[src/rtl/pfv_regs.svh]
// register offsets, field positions, reset values and timing counts
`ifndef PFV_REGS_SVH
`define PFV_REGS_SVH
`define PFV_ADDR_FMT_IN 8'h21
`define PFV_ADDR_CODE2 8'h22
`define PFV_ADDR_CODE3 8'h23
`define PFV_ADDR_MAIN 8'h25
`define PFV_ADDR_HOLD 8'h26
`define PFV_ADDR_FAST_CP 8'h27
`define PFV_ADDR_NORM_CP 8'h28
`define PFV_RST_CODE_IN 4'h3
`define PFV_RST_CODE2 4'h5
`define PFV_RST_CODE3 4'h6
`define PFV_RST_FAST_CP 8'h1f
`define PFV_RST_NORM_CP 8'h08
`define PFV_RST_HOLD 4'h0
`define PFV_RST_FASTEN 1'b1
`define PFV_CUSTOM_CODE 4'he
`define PFV_BIT_HALVE 4
`define PFV_BIT_BUFTYPE 2
`define PFV_BIT_FASTEN 0
`define PFV_HALF_SEC_NS 500000000
`define PFV_CLK_NS 100
`define PFV_HALF_SEC_CYC 23'd5000000
`endif

[src/rtl/pfv_pkg.sv]
// shared types for the frame code and fast-acquire block
package pfv_pkg;
   typedef enum logic [2:0]
   {
      PFV_ST_IDLE = 3'b001,
      PFV_ST_FAST = 3'b010,
      PFV_ST_NORM = 3'b100
   } pfv_acq_e;
endpackage

[src/rtl/pfv_top.sv]
// frame-rate codes and first loop fast-acquire control
`include "pfv_regs.svh"
module pfv_top
(
   input wire logic i_clock,
   input wire logic i_rst,
   input wire logic i_wr_en,
   input wire logic [7:0] i_wr_addr,
   input wire logic [7:0] i_wr_data,
   input wire logic [7:0] i_rd_addr,
   input wire logic i_auto_detect_enable,
   input wire logic i_det_valid,
   input wire logic [5:0] i_det_format,
   input wire logic i_second_fmt_wr,
   input wire logic [5:0] i_second_output_format_select,
   input wire logic i_third_fmt_wr,
   input wire logic [5:0] i_third_output_format_select,
   input wire logic i_custom_edit,
   input wire logic i_first_loop_locked,
   output logic [7:0] o_rd_data,
   output logic [3:0] o_input_rate_code,
   output logic o_first_output_halve_select,
   output logic o_reference_buffer_type,
   output logic [7:0] o_pump_current_code,
   output logic o_fast_active
);
   // cycles in one half-second unit at the core clock
   localparam int HALF_NS = `PFV_HALF_SEC_NS;
   localparam int CLK_NS = `PFV_CLK_NS;
   localparam logic [22:0] HALF_CYC = 23'(HALF_NS / CLK_NS);

   // all state of the block
   typedef struct packed
   {
      logic [5:0] fmt_in;          // input format
      logic [3:0] code_in;         // input frame code
      logic [3:0] code2;           // second output frame code
      logic [3:0] code3;           // third output frame code
      logic halve;                 // first output halve select
      logic buftype;               // reference buffer type
      logic fasten;                // fast-acquire enable
      logic [3:0] hold;            // hold delay in half seconds
      logic [7:0] fast_cp;         // fast pump current code
      logic [7:0] norm_cp;         // normal pump current code
      pfv_pkg::pfv_acq_e st;       // acquisition state
      logic [22:0] sub_cnt;        // cycles within half second
      logic [3:0] half_cnt;        // elapsed half seconds
      logic [7:0] rd_data;         // read data
      logic [7:0] cp_out;          // current code driven out
      logic fast_out;              // fast active flag out
   } pfv_state_s;

   pfv_state_s s_q;
   pfv_state_s s_d;
   logic [3:0] lut_in;
   logic [3:0] lut2;
   logic [3:0] lut3;
   logic [5:0] in_fmt_src;
   logic wr_fmt;
   logic wr_code_in;
   logic hold_done;

   // source format for the input lookup: detector or host
   assign in_fmt_src = i_auto_detect_enable ? i_det_format : i_wr_data[5:0];
   // host writes to the input format are ignored under auto detect
   assign wr_fmt = i_wr_en && (i_wr_addr == `PFV_ADDR_FMT_IN) && !i_auto_detect_enable;
   assign wr_code_in = wr_fmt || (i_auto_detect_enable && i_det_valid);
   // lock has persisted for the programmed number of half seconds
   assign hold_done = (s_q.half_cnt >= s_q.hold);

   // lookups for input and both outputs
   pfv_code_lut u_lut_in
   (
      .i_format(in_fmt_src),
      .o_code(lut_in)
   );
   pfv_code_lut u_lut2
   (
      .i_format(i_second_output_format_select),
      .o_code(lut2)
   );
   pfv_code_lut u_lut3
   (
      .i_format(i_third_output_format_select),
      .o_code(lut3)
   );

   // next-state logic
   always_comb
   begin
      s_d = s_q;
      // input format and frame code follow detector or host
      if (wr_code_in)
      begin
         s_d.fmt_in = in_fmt_src;
         s_d.code_in = lut_in;
      end
      // output codes refresh on format writes; custom edits win
      if (i_second_fmt_wr)
      begin
         s_d.code2 = lut2;
      end
      if (i_third_fmt_wr)
      begin
         s_d.code3 = lut3;
      end
      if (i_custom_edit)
      begin
         s_d.code2 = `PFV_CUSTOM_CODE;
         s_d.code3 = `PFV_CUSTOM_CODE;
      end
      // host register writes
      if (i_wr_en)
      begin
         case (i_wr_addr)
            `PFV_ADDR_CODE2: s_d.code2 = i_wr_data[3:0];
            `PFV_ADDR_CODE3: s_d.code3 = i_wr_data[3:0];
            `PFV_ADDR_MAIN:
            begin
               s_d.halve = i_wr_data[`PFV_BIT_HALVE];
               s_d.buftype = i_wr_data[`PFV_BIT_BUFTYPE];
               s_d.fasten = i_wr_data[`PFV_BIT_FASTEN];
            end
            `PFV_ADDR_HOLD: s_d.hold = i_wr_data[3:0];
            `PFV_ADDR_FAST_CP: s_d.fast_cp = i_wr_data;
            `PFV_ADDR_NORM_CP: s_d.norm_cp = i_wr_data;
            default: ;
         endcase
      end
      // fast-acquire sequencer
      case (s_q.st)
         pfv_pkg::PFV_ST_IDLE:
         begin
            // counters parked until acquisition starts
            s_d.sub_cnt = '0;
            s_d.half_cnt = '0;
            if (s_q.fasten)
            begin
               s_d.st = pfv_pkg::PFV_ST_FAST;
            end
         end
         pfv_pkg::PFV_ST_FAST:
         begin
            if (!s_q.fasten)
            begin
               s_d.st = pfv_pkg::PFV_ST_NORM;
            end
            // lock dropped: the hold timer starts over
            else if (!i_first_loop_locked)
            begin
               s_d.sub_cnt = '0;
               s_d.half_cnt = '0;
            end
            // lock held long enough: drop to normal current
            else if (hold_done)
            begin
               s_d.st = pfv_pkg::PFV_ST_NORM;
            end
            // half-second boundary reached
            else if (s_q.sub_cnt == HALF_CYC - 23'd1)
            begin
               s_d.sub_cnt = '0;
               s_d.half_cnt = s_q.half_cnt + 4'd1;
            end
            else
            begin
               s_d.sub_cnt = s_q.sub_cnt + 23'd1;
            end
         end
         pfv_pkg::PFV_ST_NORM:
         begin
            s_d.sub_cnt = '0;
            s_d.half_cnt = '0;
            // losing lock re-enters acquisition with fast current
            if (s_q.fasten && !i_first_loop_locked)
            begin
               s_d.st = pfv_pkg::PFV_ST_FAST;
            end
         end
         // illegal state codes fall back to idle
         default: s_d.st = pfv_pkg::PFV_ST_IDLE;
      endcase
      // current code and fast flag outputs
      s_d.fast_out = (s_d.st == pfv_pkg::PFV_ST_FAST);
      s_d.cp_out = s_d.fast_out ? s_d.fast_cp : s_d.norm_cp;
      // read mux
      case (i_rd_addr)
         `PFV_ADDR_FMT_IN: s_d.rd_data = {s_q.fmt_in[3:0], s_q.code_in};
         `PFV_ADDR_CODE2: s_d.rd_data = {4'h0, s_q.code2};
         `PFV_ADDR_CODE3: s_d.rd_data = {4'h0, s_q.code3};
         `PFV_ADDR_MAIN: s_d.rd_data = {3'h0, s_q.halve, 1'b0, s_q.buftype, 1'b0, s_q.fasten};
         `PFV_ADDR_HOLD: s_d.rd_data = {4'h0, s_q.hold};
         `PFV_ADDR_FAST_CP: s_d.rd_data = s_q.fast_cp;
         `PFV_ADDR_NORM_CP: s_d.rd_data = s_q.norm_cp;
         default: s_d.rd_data = 8'h00;
      endcase
   end

   // state register with synchronous reset
   always_ff @(posedge i_clock)
   begin
      if (i_rst)
      begin
         // every field to its reset value
         s_q <= '0;
         s_q.code_in <= `PFV_RST_CODE_IN;
         s_q.code2 <= `PFV_RST_CODE2;
         s_q.code3 <= `PFV_RST_CODE3;
         s_q.fasten <= `PFV_RST_FASTEN;
         s_q.hold <= `PFV_RST_HOLD;
         s_q.fast_cp <= `PFV_RST_FAST_CP;
         s_q.norm_cp <= `PFV_RST_NORM_CP;
         s_q.st <= pfv_pkg::PFV_ST_IDLE;
         s_q.cp_out <= `PFV_RST_NORM_CP;
      end
      else
      begin
         s_q <= s_d;
      end
   end

   // outputs straight from flip-flops
   assign o_rd_data = s_q.rd_data;
   assign o_input_rate_code = s_q.code_in;
   assign o_first_output_halve_select = s_q.halve;
   assign o_reference_buffer_type = s_q.buftype;
   assign o_pump_current_code = s_q.cp_out;
   assign o_fast_active = s_q.fast_out;

   // rule checks on the registered state, all in the core clock domain
   // fast current never chosen while enable is clear
   fast_gate_a: assert property (@(posedge i_clock) disable iff (i_rst)
      !s_q.fasten |=> !o_fast_active)
      else $error("fast current used while disabled");
   // enabled idle state always enters fast acquisition
   fast_enter_a: assert property (@(posedge i_clock) disable iff (i_rst)
      s_q.st == pfv_pkg::PFV_ST_IDLE && s_q.fasten |=> o_fast_active)
      else $error("fast acquisition not started");
   // lock loss in fast state clears the half-second count
   lock_restart_a: assert property (@(posedge i_clock) disable iff (i_rst)
      (s_q.st == pfv_pkg::PFV_ST_FAST && s_q.fasten && !i_first_loop_locked)
      |=> s_q.half_cnt == 4'd0 && s_q.sub_cnt == 23'd0)
      else $error("hold timer not restarted");
   // leaving fast state for normal needs lock held long enough
   hold_exit_a: assert property (@(posedge i_clock) disable iff (i_rst)
      ($past(s_q.st) == pfv_pkg::PFV_ST_FAST && s_q.st == pfv_pkg::PFV_ST_NORM
      && $past(s_q.fasten)) |-> $past(s_q.half_cnt) >= $past(s_q.hold))
      else $error("left fast acquisition early");
   // pump code follows fast flag
   pump_select_a: assert property (@(posedge i_clock) disable iff (i_rst)
      o_pump_current_code == (o_fast_active ? s_q.fast_cp : s_q.norm_cp))
      else $error("wrong pump current code");
   // normal state always drives the normal pump code
   norm_code_a: assert property (@(posedge i_clock) disable iff (i_rst)
      s_q.st == pfv_pkg::PFV_ST_NORM |-> o_pump_current_code == s_q.norm_cp)
      else $error("normal state with wrong pump code");
   // custom edit forces both output codes to custom
   custom_code_a: assert property (@(posedge i_clock) disable iff (i_rst)
      i_custom_edit && !i_wr_en
      |=> s_q.code2 == `PFV_CUSTOM_CODE && s_q.code3 == `PFV_CUSTOM_CODE)
      else $error("custom code not set");
   // input code holds under auto detect with no detection
   auto_ro_a: assert property (@(posedge i_clock) disable iff (i_rst)
      i_auto_detect_enable && !i_det_valid |=> $stable(s_q.code_in))
      else $error("input code changed under auto detect");
   // input format holds under auto detect with no detection
   fmt_refuse_a: assert property (@(posedge i_clock) disable iff (i_rst)
      i_auto_detect_enable && !i_det_valid |=> $stable(s_q.fmt_in))
      else $error("input format changed under auto detect");
   // second format write loads its lookup code
   second_lut_a: assert property (@(posedge i_clock) disable iff (i_rst)
      i_second_fmt_wr && !i_custom_edit && !i_wr_en |=> s_q.code2 == $past(lut2))
      else $error("second code not refreshed");
   // third format write loads its lookup code
   third_lut_a: assert property (@(posedge i_clock) disable iff (i_rst)
      i_third_fmt_wr && !i_custom_edit && !i_wr_en |=> s_q.code3 == $past(lut3))
      else $error("third code not refreshed");
   // halve bit follows a control register write
   halve_write_a: assert property (@(posedge i_clock) disable iff (i_rst)
      i_wr_en && i_wr_addr == `PFV_ADDR_MAIN
      |=> o_first_output_halve_select == $past(i_wr_data[`PFV_BIT_HALVE]))
      else $error("halve select not written");
   // buffer type bit follows a control register write
   buffer_write_a: assert property (@(posedge i_clock) disable iff (i_rst)
      i_wr_en && i_wr_addr == `PFV_ADDR_MAIN
      |=> o_reference_buffer_type == $past(i_wr_data[`PFV_BIT_BUFTYPE]))
      else $error("buffer type not written");
   // half-second tick spacing
   half_tick_a: assert property (@(posedge i_clock) disable iff (i_rst)
      s_q.half_cnt != $past(s_q.half_cnt) && s_q.half_cnt != 4'd0
      |-> $past(s_q.sub_cnt) == HALF_CYC - 23'd1)
      else $error("half-second tick misplaced");
endmodule // pfv_top

[src/rtl/pfv_code_lut.sv]
// format-to-frame-code lookup shared by the input and output paths
module pfv_code_lut
(
   input wire logic [5:0] i_format,
   output logic [3:0] o_code
);
   // the full six-bit format selects a code; formats above 7 report custom
   always_comb
   begin
      case (i_format)
         6'h00: o_code = 4'h1;
         6'h01: o_code = 4'h2;
         6'h02: o_code = 4'h3;
         6'h03: o_code = 4'h4;
         6'h04: o_code = 4'h5;
         6'h05: o_code = 4'h6;
         6'h06: o_code = 4'h7;
         6'h07: o_code = 4'h8;
         default: o_code = `PFV_CUSTOM_CODE;
      endcase
   end
endmodule // pfv_code_lut

[config.mk]
export PLATFORM = sky130hd
export DESIGN_NAME = pfv_top
export DESIGN_NICKNAME = d
export VERILOG_FILES = /design/src/rtl/pfv_pkg.sv /design/src/rtl/pfv_top.sv /design/src/rtl/pfv_code_lut.sv
export VERILOG_INCLUDE_DIRS = /design/src /design/src/rtl
export SDC_FILE = /design/constraint.sdc
export NUM_CORES = 1
export LEC_CHECK = 0
export ABC_AREA = 1
export BUFFER_PORTS_ARGS = -buffer_cell sky130_fd_sc_hd__buf_2
export CAP_MARGIN = 20
export CORE_MARGIN = 3
export CORE_UTILIZATION = 45
export CTS_CLUSTER_SIZE = 20
export DETAILED_ROUTE_END_ITERATION = 16
export PLACE_DENSITY = 0.65
export SYNTH_ARGS = -nofsm -noshare
export SYNTH_HDL_FRONTEND = slang
export SYNTH_SLANG_ARGS = --single-unit
[constraint.sdc]
create_clock -name i_clock -period 2 [get_ports i_clock]
set_input_delay 0.1 -clock i_clock [delete_from_list [all_inputs] [get_ports i_clock]]
set_output_delay 0.1 -clock i_clock [all_outputs]
set_load 0.005 [all_outputs]
==> insert_results.sql, run 1 <==
INSERT INTO impl_metrics (metric_group, metric, value, unit) VALUES
('route', 'ant_nets', '0', ''),
('global_route', 'grtUsageTotal', '0.220', ''),
('logic_synthesis', 'syn-num-nets', '793', ''),
('global_route', 'grt.overflow.total', '0', ''),
('layout', 'mostFrequentLayoutCell', 'sky130_fd_sc_hd__nand2_1', ''),
('power', 'net-switching-power', '1.36', 'mW'),
('route', 'met3_length', '729', 'µm'),
('outcome', 'result_of_the_run', 'finished, final reports clean', ''),
('logic_synthesis', 'ys_ff_latch', '86', ''),
('floorplan', 'rows', '37', ''),
('logic_synthesis', 'yosys_most_used_dff', 'sky130_fd_sc_hd__dfxtp_1', ''),
('sta', 'final.min_clock_period', '1840', 'ps'),
('clock_network', 'cts_max_level', '3', ''),
('sta', 'timing.hold.ws', '1.84', 'ps'),
('layout', 'fillerInstances', '1069', ''),
('power', 'pwr-share-comb', '0.207', ''),
('placed_design', 'place.detailed.hpwl', '10300', 'µm'),
('power', 'internal_power', '2.57', 'mW'),
('critical_path', 'cp_cell_sequence', 'inv_1, ha_1, inv_1, a21boi_0, o21bai_1, nand2_1, nand3_2, nand2_8, buf_4, o21ai_1, nand2_1, nor2_1', ''),
('power', 'power_frac_clock', '0.321', ''),
('logic_synthesis', 'post_synth_num_cell_types', '44', ''),
('layout', 'area.growth.synth_to_final', '11.9', '%'),
('sta', 'max_slew_margin_vs_limit', '0.652', ''),
('route', 'dr_total_vias', '4871', ''),
('layout', 'layout.core_utilization', '0.524', ''),
('clock_network', 'cts_num_sinks', '86', ''),
('logic_synthesis', 'synth-async-reset-ratio', '0', ''),
('critical_path', 'critical_path_s_largest_stage_delay', '380', 'ps'),
('clock_network', 'cts-buffers-inserted', '9', ''),
('critical_path', 'worstSetupEndpointType', 'register', ''),
('floorplan', 'pin_count', '74', ''),
('route', 'detailroute.wirelength.met2', '6670', 'µm'),
('worst_hold_path', 'min-delay-path-class', 'in -> reg', ''),
('critical_path', 'category_of_the_worst_setup_path_launch_point', 'register', ''),
('flow_run', 'max_cap_violations', '0', ''),
('floorplan', 'die-area', '12200', 'µm²'),
('route', 'detailedRoute.firstPassIterationCount', '5', ''),
('route', 'drt_drc_violations_left', '0', ''),
('floorplan', 'die_h', '110', 'µm'),
('layout', 'highest_count_cells_in_the_layout_ignoring_fill_and_taps', '163 x sky130_fd_sc_hd__nand2_1, 98 x sky130_fd_sc_hd__inv_1, 95 x sky130_fd_sc_hd__nor2_1', ''),
('layout', 'post-route-cell-area', '5490', 'µm²'),
('logic_synthesis', 'syn_area_per_cell', '6.72', 'µm²'),
('route', 'highest_layer', 'met4', ''),
('sta', 'finalHoldViolCount', '0', ''),
('global_route', 'grt_antenna_before_repair', '0', ''),
('route', 'drt_wl_total', '13400', 'µm'),
('layout', 'fin_nets', '849', ''),
('placed_design', 'dp_slack', '123', 'ps'),
('power', 'ir_drop', '370', 'µV'),
('critical_path', 'crit_fanout', '11', ''),
('logic_synthesis', 'seq_area_frac_synth', '0.351', ''),
('route', 'detailedRoute.firstIterationViolations', '245', ''),
('placed_design', 'io_buffer_count', '73', ''),
('sta', 'fmax', '545', 'MHz'),
('clock_network', 'ctsLongestPathBuffers', '2', ''),
('floorplan', 'chipWidth', '110', 'µm'),
('critical_path', 'timing.critical_path.required', '2310', 'ps'),
('logic_synthesis', 'yosys_warnings', '0', ''),
('sta', 'timing.final.ws_setup', '165', 'ps'),
('placed_design', 'cell_area_reported_after_detailed_placement', '5260', 'µm²'),
('clock_network', 'clockRootBuffer', 'sky130_fd_sc_hd__clkbuf_8', ''),
('layout', 'seqCellArea', '1720', 'µm²'),
('floorplan', 'initial_core_utilization', '0.469', ''),
('critical_path', 'cp.arrival', '2150', 'ps'),
('route', 'routed_wire_length_per_instance', '14.5', 'µm'),
('clock_network', 'worst_skew_late_latency', '380', 'ps'),
('global_route', 'grt_start_max_net_pins', '41', ''),
('route', 'route.layer.met1.wl', '5480', 'µm'),
('logic_synthesis', 'synth-edff-count', '0', ''),
('layout', 'final_layout_size_suffix_gt1_frac', '0.168', ''),
('clock_network', 'clk_transition_reported_paths', '100', 'ps');
[worst max-delay path: cells and delay by family (launching register included)]
family                   cells  cell delay [ps]
AO/OA/AOI/OAI                3              320
AND/OR/NAND/NOR              5              510
adder cells (fa/ha/maj)      1              280
flip-flops                   1              380
buffers and inverters        3              300
[final cells by class]
cell class                      count  share of cell area
Timing Repair Buffer               81              0.0803
Clock inverter                      7              0.0148
Sequential cell                    86               0.314
Clock buffer                        9              0.0226
Multi-Input combinational cell    504               0.465
Inverter                          104              0.0725
Tap cell                          136              0.0310
[per-layer routing]
layer / vias to the layer above / global-route usage
li1: 2475 / -
met5: - / 0
met2: 161 / 0.396
met3: 36 / 0.0329
met1: 2199 / 0.252
met4: 0 / 0.109
[Yosys cell counts (2+ instances only)]
cell,instances
sky130_fd_sc_hd__nand2_1,163
sky130_fd_sc_hd__inv_1,98
sky130_fd_sc_hd__nor2_1,95
sky130_fd_sc_hd__dfxtp_1,86
sky130_fd_sc_hd__nand3_1,51
sky130_fd_sc_hd__o21ai_0,46
sky130_fd_sc_hd__a21oi_1,38
sky130_fd_sc_hd__buf_4,20
sky130_fd_sc_hd__ha_1,12
sky130_fd_sc_hd__o211ai_1,12
sky130_fd_sc_hd__nor3_1,11
sky130_fd_sc_hd__nand4_1,9
sky130_fd_sc_hd__a22oi_1,7
sky130_fd_sc_hd__clkbuf_1,7
sky130_fd_sc_hd__nand2_2,6
sky130_fd_sc_hd__buf_2,5
sky130_fd_sc_hd__inv_2,5
sky130_fd_sc_hd__nor2_2,5
sky130_fd_sc_hd__o21ai_1,5
sky130_fd_sc_hd__a221oi_1,4
sky130_fd_sc_hd__buf_6,4
sky130_fd_sc_hd__nand2_4,4
sky130_fd_sc_hd__nand3_2,4
sky130_fd_sc_hd__a31oi_1,3
sky130_fd_sc_hd__o221ai_1,3
sky130_fd_sc_hd__o22ai_1,3
sky130_fd_sc_hd__xor2_1,3
sky130_fd_sc_hd__nor2_4,2
sky130_fd_sc_hd__nor3_2,2
sky130_fd_sc_hd__o21bai_1,2
sky130_fd_sc_hd__or2_2,2
[power by group through the flow]
stage / Clock, mW / Combinational (mW) / Sequential [mW]
global placement: 0 / 0.784 / 1.89
detailed placement: 0 / 0.795 / 1.89
global route: 1.35 / 0.919 / 1.87
floorplan: 0 / 0.624 / 1.88
CTS: 1.28 / 0.799 / 1.86
finish: 1.26 / 0.815 / 1.86
[flip-flops by register name, indices dropped and copies added (netlist names)]
| register | cells |
|---|---|
| s_q | 63 |
| o_pump_current_code | 8 |
| o_rd_data | 8 |
| o_input_rate_code | 4 |
| o_fast_active | 1 |
| o_first_output_halve_select | 1 |
| o_reference_buffer_type | 1 |
[cells by family after synthesis]
| kind of cell | share of synthesized area |
|---|---|
| adder cells (fa/ha/maj) | 0.0306 |
| buffers and inverters | 0.131 |
| AND/OR/NAND/NOR | 0.328 |
| XOR/XNOR | 0.00536 |
| AO/OA/AOI/OAI | 0.154 |
| flip-flops | 0.351 |
[path summary, 6_finish.rpt]
check                                          start                    to  slack, ps  cells past startpoint
worst max register to register  s_q[17]$_SDFFE_PP0P_  s_q[31]$_SDFFE_PP0P_        160                     12
worst min-delay path                    i_wr_data[7]    s_q[54]$_SDFF_PP0_          2                      3
worst max-delay path            s_q[17]$_SDFFE_PP0P_  s_q[31]$_SDFFE_PP0P_        160                     12
worst min register to register  s_q[66]$_SDFFE_PP0P_  s_q[66]$_SDFFE_PP0P_        490                      2
[metrics by stage]
stage               power, mW  std cells
global route             4.15        927
detailed placement       2.69        910
CTS                      3.94        927
finish                   3.93        927
global placement         2.68        910
floorplan                2.51        730
[repair_timing]
| item | 4_1_cts | 5_1_grt |
|---|---|---|
| resized for setup | 0 | 3 |
| hold buffers | 1 | 0 |
| setup endpoints to repair | 0 | 25 |
| endpoints found under the hold margin | 1 | 0 |
| buffers inserted | 0 | 0 |
No activity file was read; power rests on OpenSTA's default activity.
==> inputs of run 2 (changes only) <==
--- a/config.mk
+++ b/config.mk
@@ -16,4 +16,5 @@
 export PLACE_DENSITY = 0.65
 export SYNTH_ARGS = -nofsm -noshare
 export SYNTH_HDL_FRONTEND = slang
+export SYNTH_HIERARCHICAL = 1
 export SYNTH_SLANG_ARGS = --single-unit
==> constraint.sdc (replaced) <==
create_clock -name i_clock -period 2.1 [get_ports i_clock]
set_input_delay 0.105 -clock i_clock [delete_from_list [all_inputs] [get_ports i_clock]]
set_output_delay 0.105 -clock i_clock [all_outputs]
set_load 0.005 [all_outputs]
==> run 2 against run 1 <==
Against the previous run: fmax shrank 6.6%; final cell count grew 4.0%; clock skew down 5.6 ps; first-iteration DRC count up 52%; combinational power fell by 16%; sequential share of layout area fell by 1.8 points; largest cell class unchanged.
==> insert_results.sql, run 2 <==
INSERT INTO impl_metrics (metric_group, metric, value, unit) VALUES
('outcome', 'result_of_the_run', 'finished, final reports clean', ''),
('placed_design', 'place.detailed.hpwl', '10100', 'µm'),
('floorplan', 'die_h', '113', 'µm'),
('clock_network', 'cts_tree', 'done', ''),
('layout', 'area.growth.synth_to_final', '13.3', '%'),
('route', 'routed_wire_length_per_instance', '13.7', 'µm'),
('sta', 'worstMarginPinSlew', '499', 'ps'),
('layout', 'fin_nets', '883', ''),
('logic_synthesis', 'synth_top_area_share', '0.335', ''),
('layout', 'post-route-cell-area', '5820', 'µm²'),
('critical_path', 'critical-path-slowest-cell', 'sky130_fd_sc_hd__dfxtp_1', ''),
('sta', 'finalHoldViolCount', '0', ''),
('clock_network', 'clk_transition_reported_paths', '70', 'ps'),
('critical_path', 'category_of_the_worst_setup_path_launch_point', 'register', ''),
('clock_network', 'clockRootBuffer', 'sky130_fd_sc_hd__clkbuf_16', ''),
('critical_path', 'cp_cell_sequence', 'inv_1, ha_1, nand4_1, nand3_1, nand2_2, nand2_2, buf_4, nor2_1, nand3_1, nand2_1, nor2_1', ''),
('layout', 'max_flop_register', 's_q', ''),
('global_route', 'grt.overflow.total', '0', ''),
('placed_design', 'io_buffer_count', '73', ''),
('floorplan', 'initial_core_utilization', '0.468', ''),
('power', 'switching_share', '0.272', ''),
('logic_synthesis', 'netlist_top_cells_area', 'sky130_fd_sc_hd__dfxtp_1 33%, sky130_fd_sc_hd__nand2_1 11%, sky130_fd_sc_hd__nor2_1 8.1%', ''),
('power', 'power_density', '728', 'nW/µm²'),
('logic_synthesis', 'ys_ff_latch', '86', ''),
('floorplan', 'rows', '38', ''),
('global_route', 'grt_antenna_before_repair', '0', ''),
('route', 'drt_drc_violations_left', '0', ''),
('route', 'ant_nets', '0', ''),
('global_route', 'grt_start_max_net_pins', '29', ''),
('clock_network', 'cts-buffers-inserted', '9', ''),
('floorplan', 'chipWidth', '113', 'µm'),
('sta', 'layout_worst_path_cycle_share', '0.936', ''),
('layout', 'layout.core_utilization', '0.530', ''),
('global_route', 'grtUsageTotal', '0.213', ''),
('power', 'internal_power', '3.08', 'mW'),
('logic_synthesis', 'seq_area_frac_synth', '0.335', ''),
('sta', 'timing.final.max_slew_violations', '0', ''),
('critical_path', 'regToRegSetupSlack', '140', 'ps'),
('logic_synthesis', 'syn-num-nets', '827', ''),
('route', 'detailedRoute.firstPassIterationCount', '5', ''),
('clock_network', 'post_cts_buffers', '0', ''),
('route', 'route.detailed.vias_per_inst', '5.14', ''),
('critical_path', 'worstSetupEndpointType', 'register', ''),
('critical_path', 'timing.setup.critical_path_class', 'reg -> reg', ''),
('clock_network', 'cts_repair_resizes', '0', ''),
('global_route', 'global_route_wire_length_before_repair', '22300', 'µm'),
('clock_network', 'cts_num_sinks', '86', ''),
('critical_path', 'cp.arrival', '2200', 'ps'),
('floorplan', 'die-area', '12700', 'µm²'),
('placed_design', 'gpl.final_weighted_congestion', '0.925', ''),
('power', 'pwr-share-comb', '0.162', ''),
('placed_design', 'dpl.cell_count', '949', ''),
('sta', 'timing.hold.ws', '39.0', 'ps'),
('route', 'drt_wl_total', '13200', 'µm'),
('worst_hold_path', 'min-delay-path-class', 'in -> reg', ''),
('placed_design', 'cell_area_reported_after_detailed_placement', '5480', 'µm²'),
('power', 'ir_drop', '357', 'µV'),
('layout', 'highest_count_cells_in_the_layout_ignoring_fill_and_taps', '149 x sky130_fd_sc_hd__nand2_1, 111 x sky130_fd_sc_hd__nor2_1, 107 x sky130_fd_sc_hd__inv_1', ''),
('floorplan', 'core_area', '11000', 'µm²'),
('power', 'net-switching-power', '1.15', 'mW'),
('critical_path', 'critical_path_s_largest_stage_delay', '410', 'ps'),
('power', 'power_frac_clock', '0.430', ''),
('logic_synthesis', 'syn_area_per_cell', '6.73', 'µm²'),
('logic_synthesis', 'synth-edff-count', '0', ''),
('logic_synthesis', 'syn-instance-count', '764', ''),
('layout', 'final_layout_size_suffix_gt1_frac', '0.194', ''),
('layout', 'mostFrequentLayoutCell', 'sky130_fd_sc_hd__nand2_1', ''),
('critical_path', 'timing.critical_path.required', '2330', 'ps'),
('clock_network', 'ctsLongestPathBuffers', '2', ''),
('logic_synthesis', 'synth-async-reset-ratio', '0', ''),
('floorplan', 'pin_count', '74', ''),
('flow_run', 'max_cap_violations', '0', ''),
('sta', 'timing.clock.skew', '8.79', 'ps'),
('layout', 'largest_reg_flops', '63', ''),
('sta', 'fmax', '509', 'MHz'),
('sta', 'tns', '0', 'ps'),
('logic_synthesis', 'synth_area', '5140', 'µm²'),
('power', 'sequentialPowerShare', '0.408', ''),
('global_route', 'grt_pass1_vias', '4733', ''),
('clock_network', 'worst_skew_late_latency', '330', 'ps'),
('critical_path', 'crit_fanout', '9', ''),
('logic_synthesis', 'yosys_warnings', '6', ''),
('logic_synthesis', 'synth_largest_area_cell', 'sky130_fd_sc_hd__dfxtp_1', ''),
('sta', 'setup_viol', '0', ''),
('logic_synthesis', 'post_synth_num_cell_types', '39', ''),
('clock_network', 'cts_max_level', '3', ''),
('sta', 'grt_setup_unrepaired', 'false', ''),
('logic_synthesis', 'synth_most_common_cell', 'sky130_fd_sc_hd__nand2_1', ''),
('layout', 'insertedDiodeCount', '0', ''),
('sta', 'final.min_clock_period', '1960', 'ps'),
('logic_synthesis', 'yosys_most_used_dff', 'sky130_fd_sc_hd__dfxtp_1', ''),
('layout', 'count_of_non_filler_cells_in_the_finished_layout', '964', ''),
('logic_synthesis', 'yosys-top-cells-count', '150 x sky130_fd_sc_hd__nand2_1, 111 x sky130_fd_sc_hd__nor2_1, 107 x sky130_fd_sc_hd__inv_1, 86 x sky130_fd_sc_hd__dfxtp_1, 49 x sky130_fd_sc_hd__nand3_1', ''),
('route', 'dr_total_vias', '4952', ''),
('sta', 'max_slew_margin_vs_limit', '0.663', ''),
('route', 'detailedRoute.firstIterationViolations', '372', ''),
('power', 'static-leakage-power', '2.74', 'nW'),
('clock_network', 'hold_buffers', '0', '');
## run 2: routing by layer
metal  wire length, µm  global-route usage
met1              6340               0.305
met2              5700               0.326
met3               928              0.0278
met4               238              0.0841
met5                 0                   0
## run 2: layout make-up
type | count | area (µm²)
clock buffer | 10 | 229
clock inverter | 5 | 108
fill | 1096 | 5160
inverter | 118 | 445
multi-input combinational | 523 | 2710
sequential | 86 | 1720
tap | 140 | 175
timing repair buffer | 82 | 433
## run 2: final timing paths
check / startpoint / to / cells after the start
worst min-delay path: i_wr_data[6] / s_q[53]$_SDFF_PP0_ / 3
worst min register to register: o_reference_buffer_type$_SDFFE_PP0P_ / o_reference_buffer_type$_SDFFE_PP0P_ / 2
worst max-delay path: s_q[17]$_SDFFE_PP0P_ / s_q[32]$_SDFFE_PP0P_ / 11
worst max register to register: s_q[17]$_SDFFE_PP0P_ / s_q[32]$_SDFFE_PP0P_ / 11
## run 2: metrics by stage
step,power (mW),setup slack [ps]
6_report,4.24,135
3_3_place_gp,2.42,282
4_1_cts,4.25,171
5_1_grt,4.40,7.74
2_1_floorplan,2.28,489
3_5_place_dp,2.44,227
## run 2: cell families (layout without fill, tap and decap cells)
family                     count (synthesis)  count (layout)  share of synthesized area
xor gates and xnor gates                   1               1                    0.00170
AOI/OAI and AO/OA                        124             124                      0.139
and+or+nand+nor                          386             386                      0.356
adders and majority gates                 12              12                     0.0292
DFF                                       86              86                      0.335
buffers and inverters                    155             215                      0.139
## run 2: worst max-delay path, delay by kind of cell, from the launching register on
| kind | cells | cell delay, ps |
|---|---|---|
| adder cells (fa/ha/maj) | 1 | 300 |
| buffers and inverters | 2 | 240 |
| flip-flops | 1 | 410 |
| AND/OR/NAND/NOR | 8 | 920 |
## run 2: power groups by stage
stage	Sequential [mW]	Clock, mW	Combinational, mW
after detailed placement	1.77	0	0.674
final	1.73	1.82	0.684
after floorplan	1.76	0	0.523
after CTS	1.73	1.84	0.679
after global routing	1.74	1.90	0.767
after global placement	1.76	0	0.660
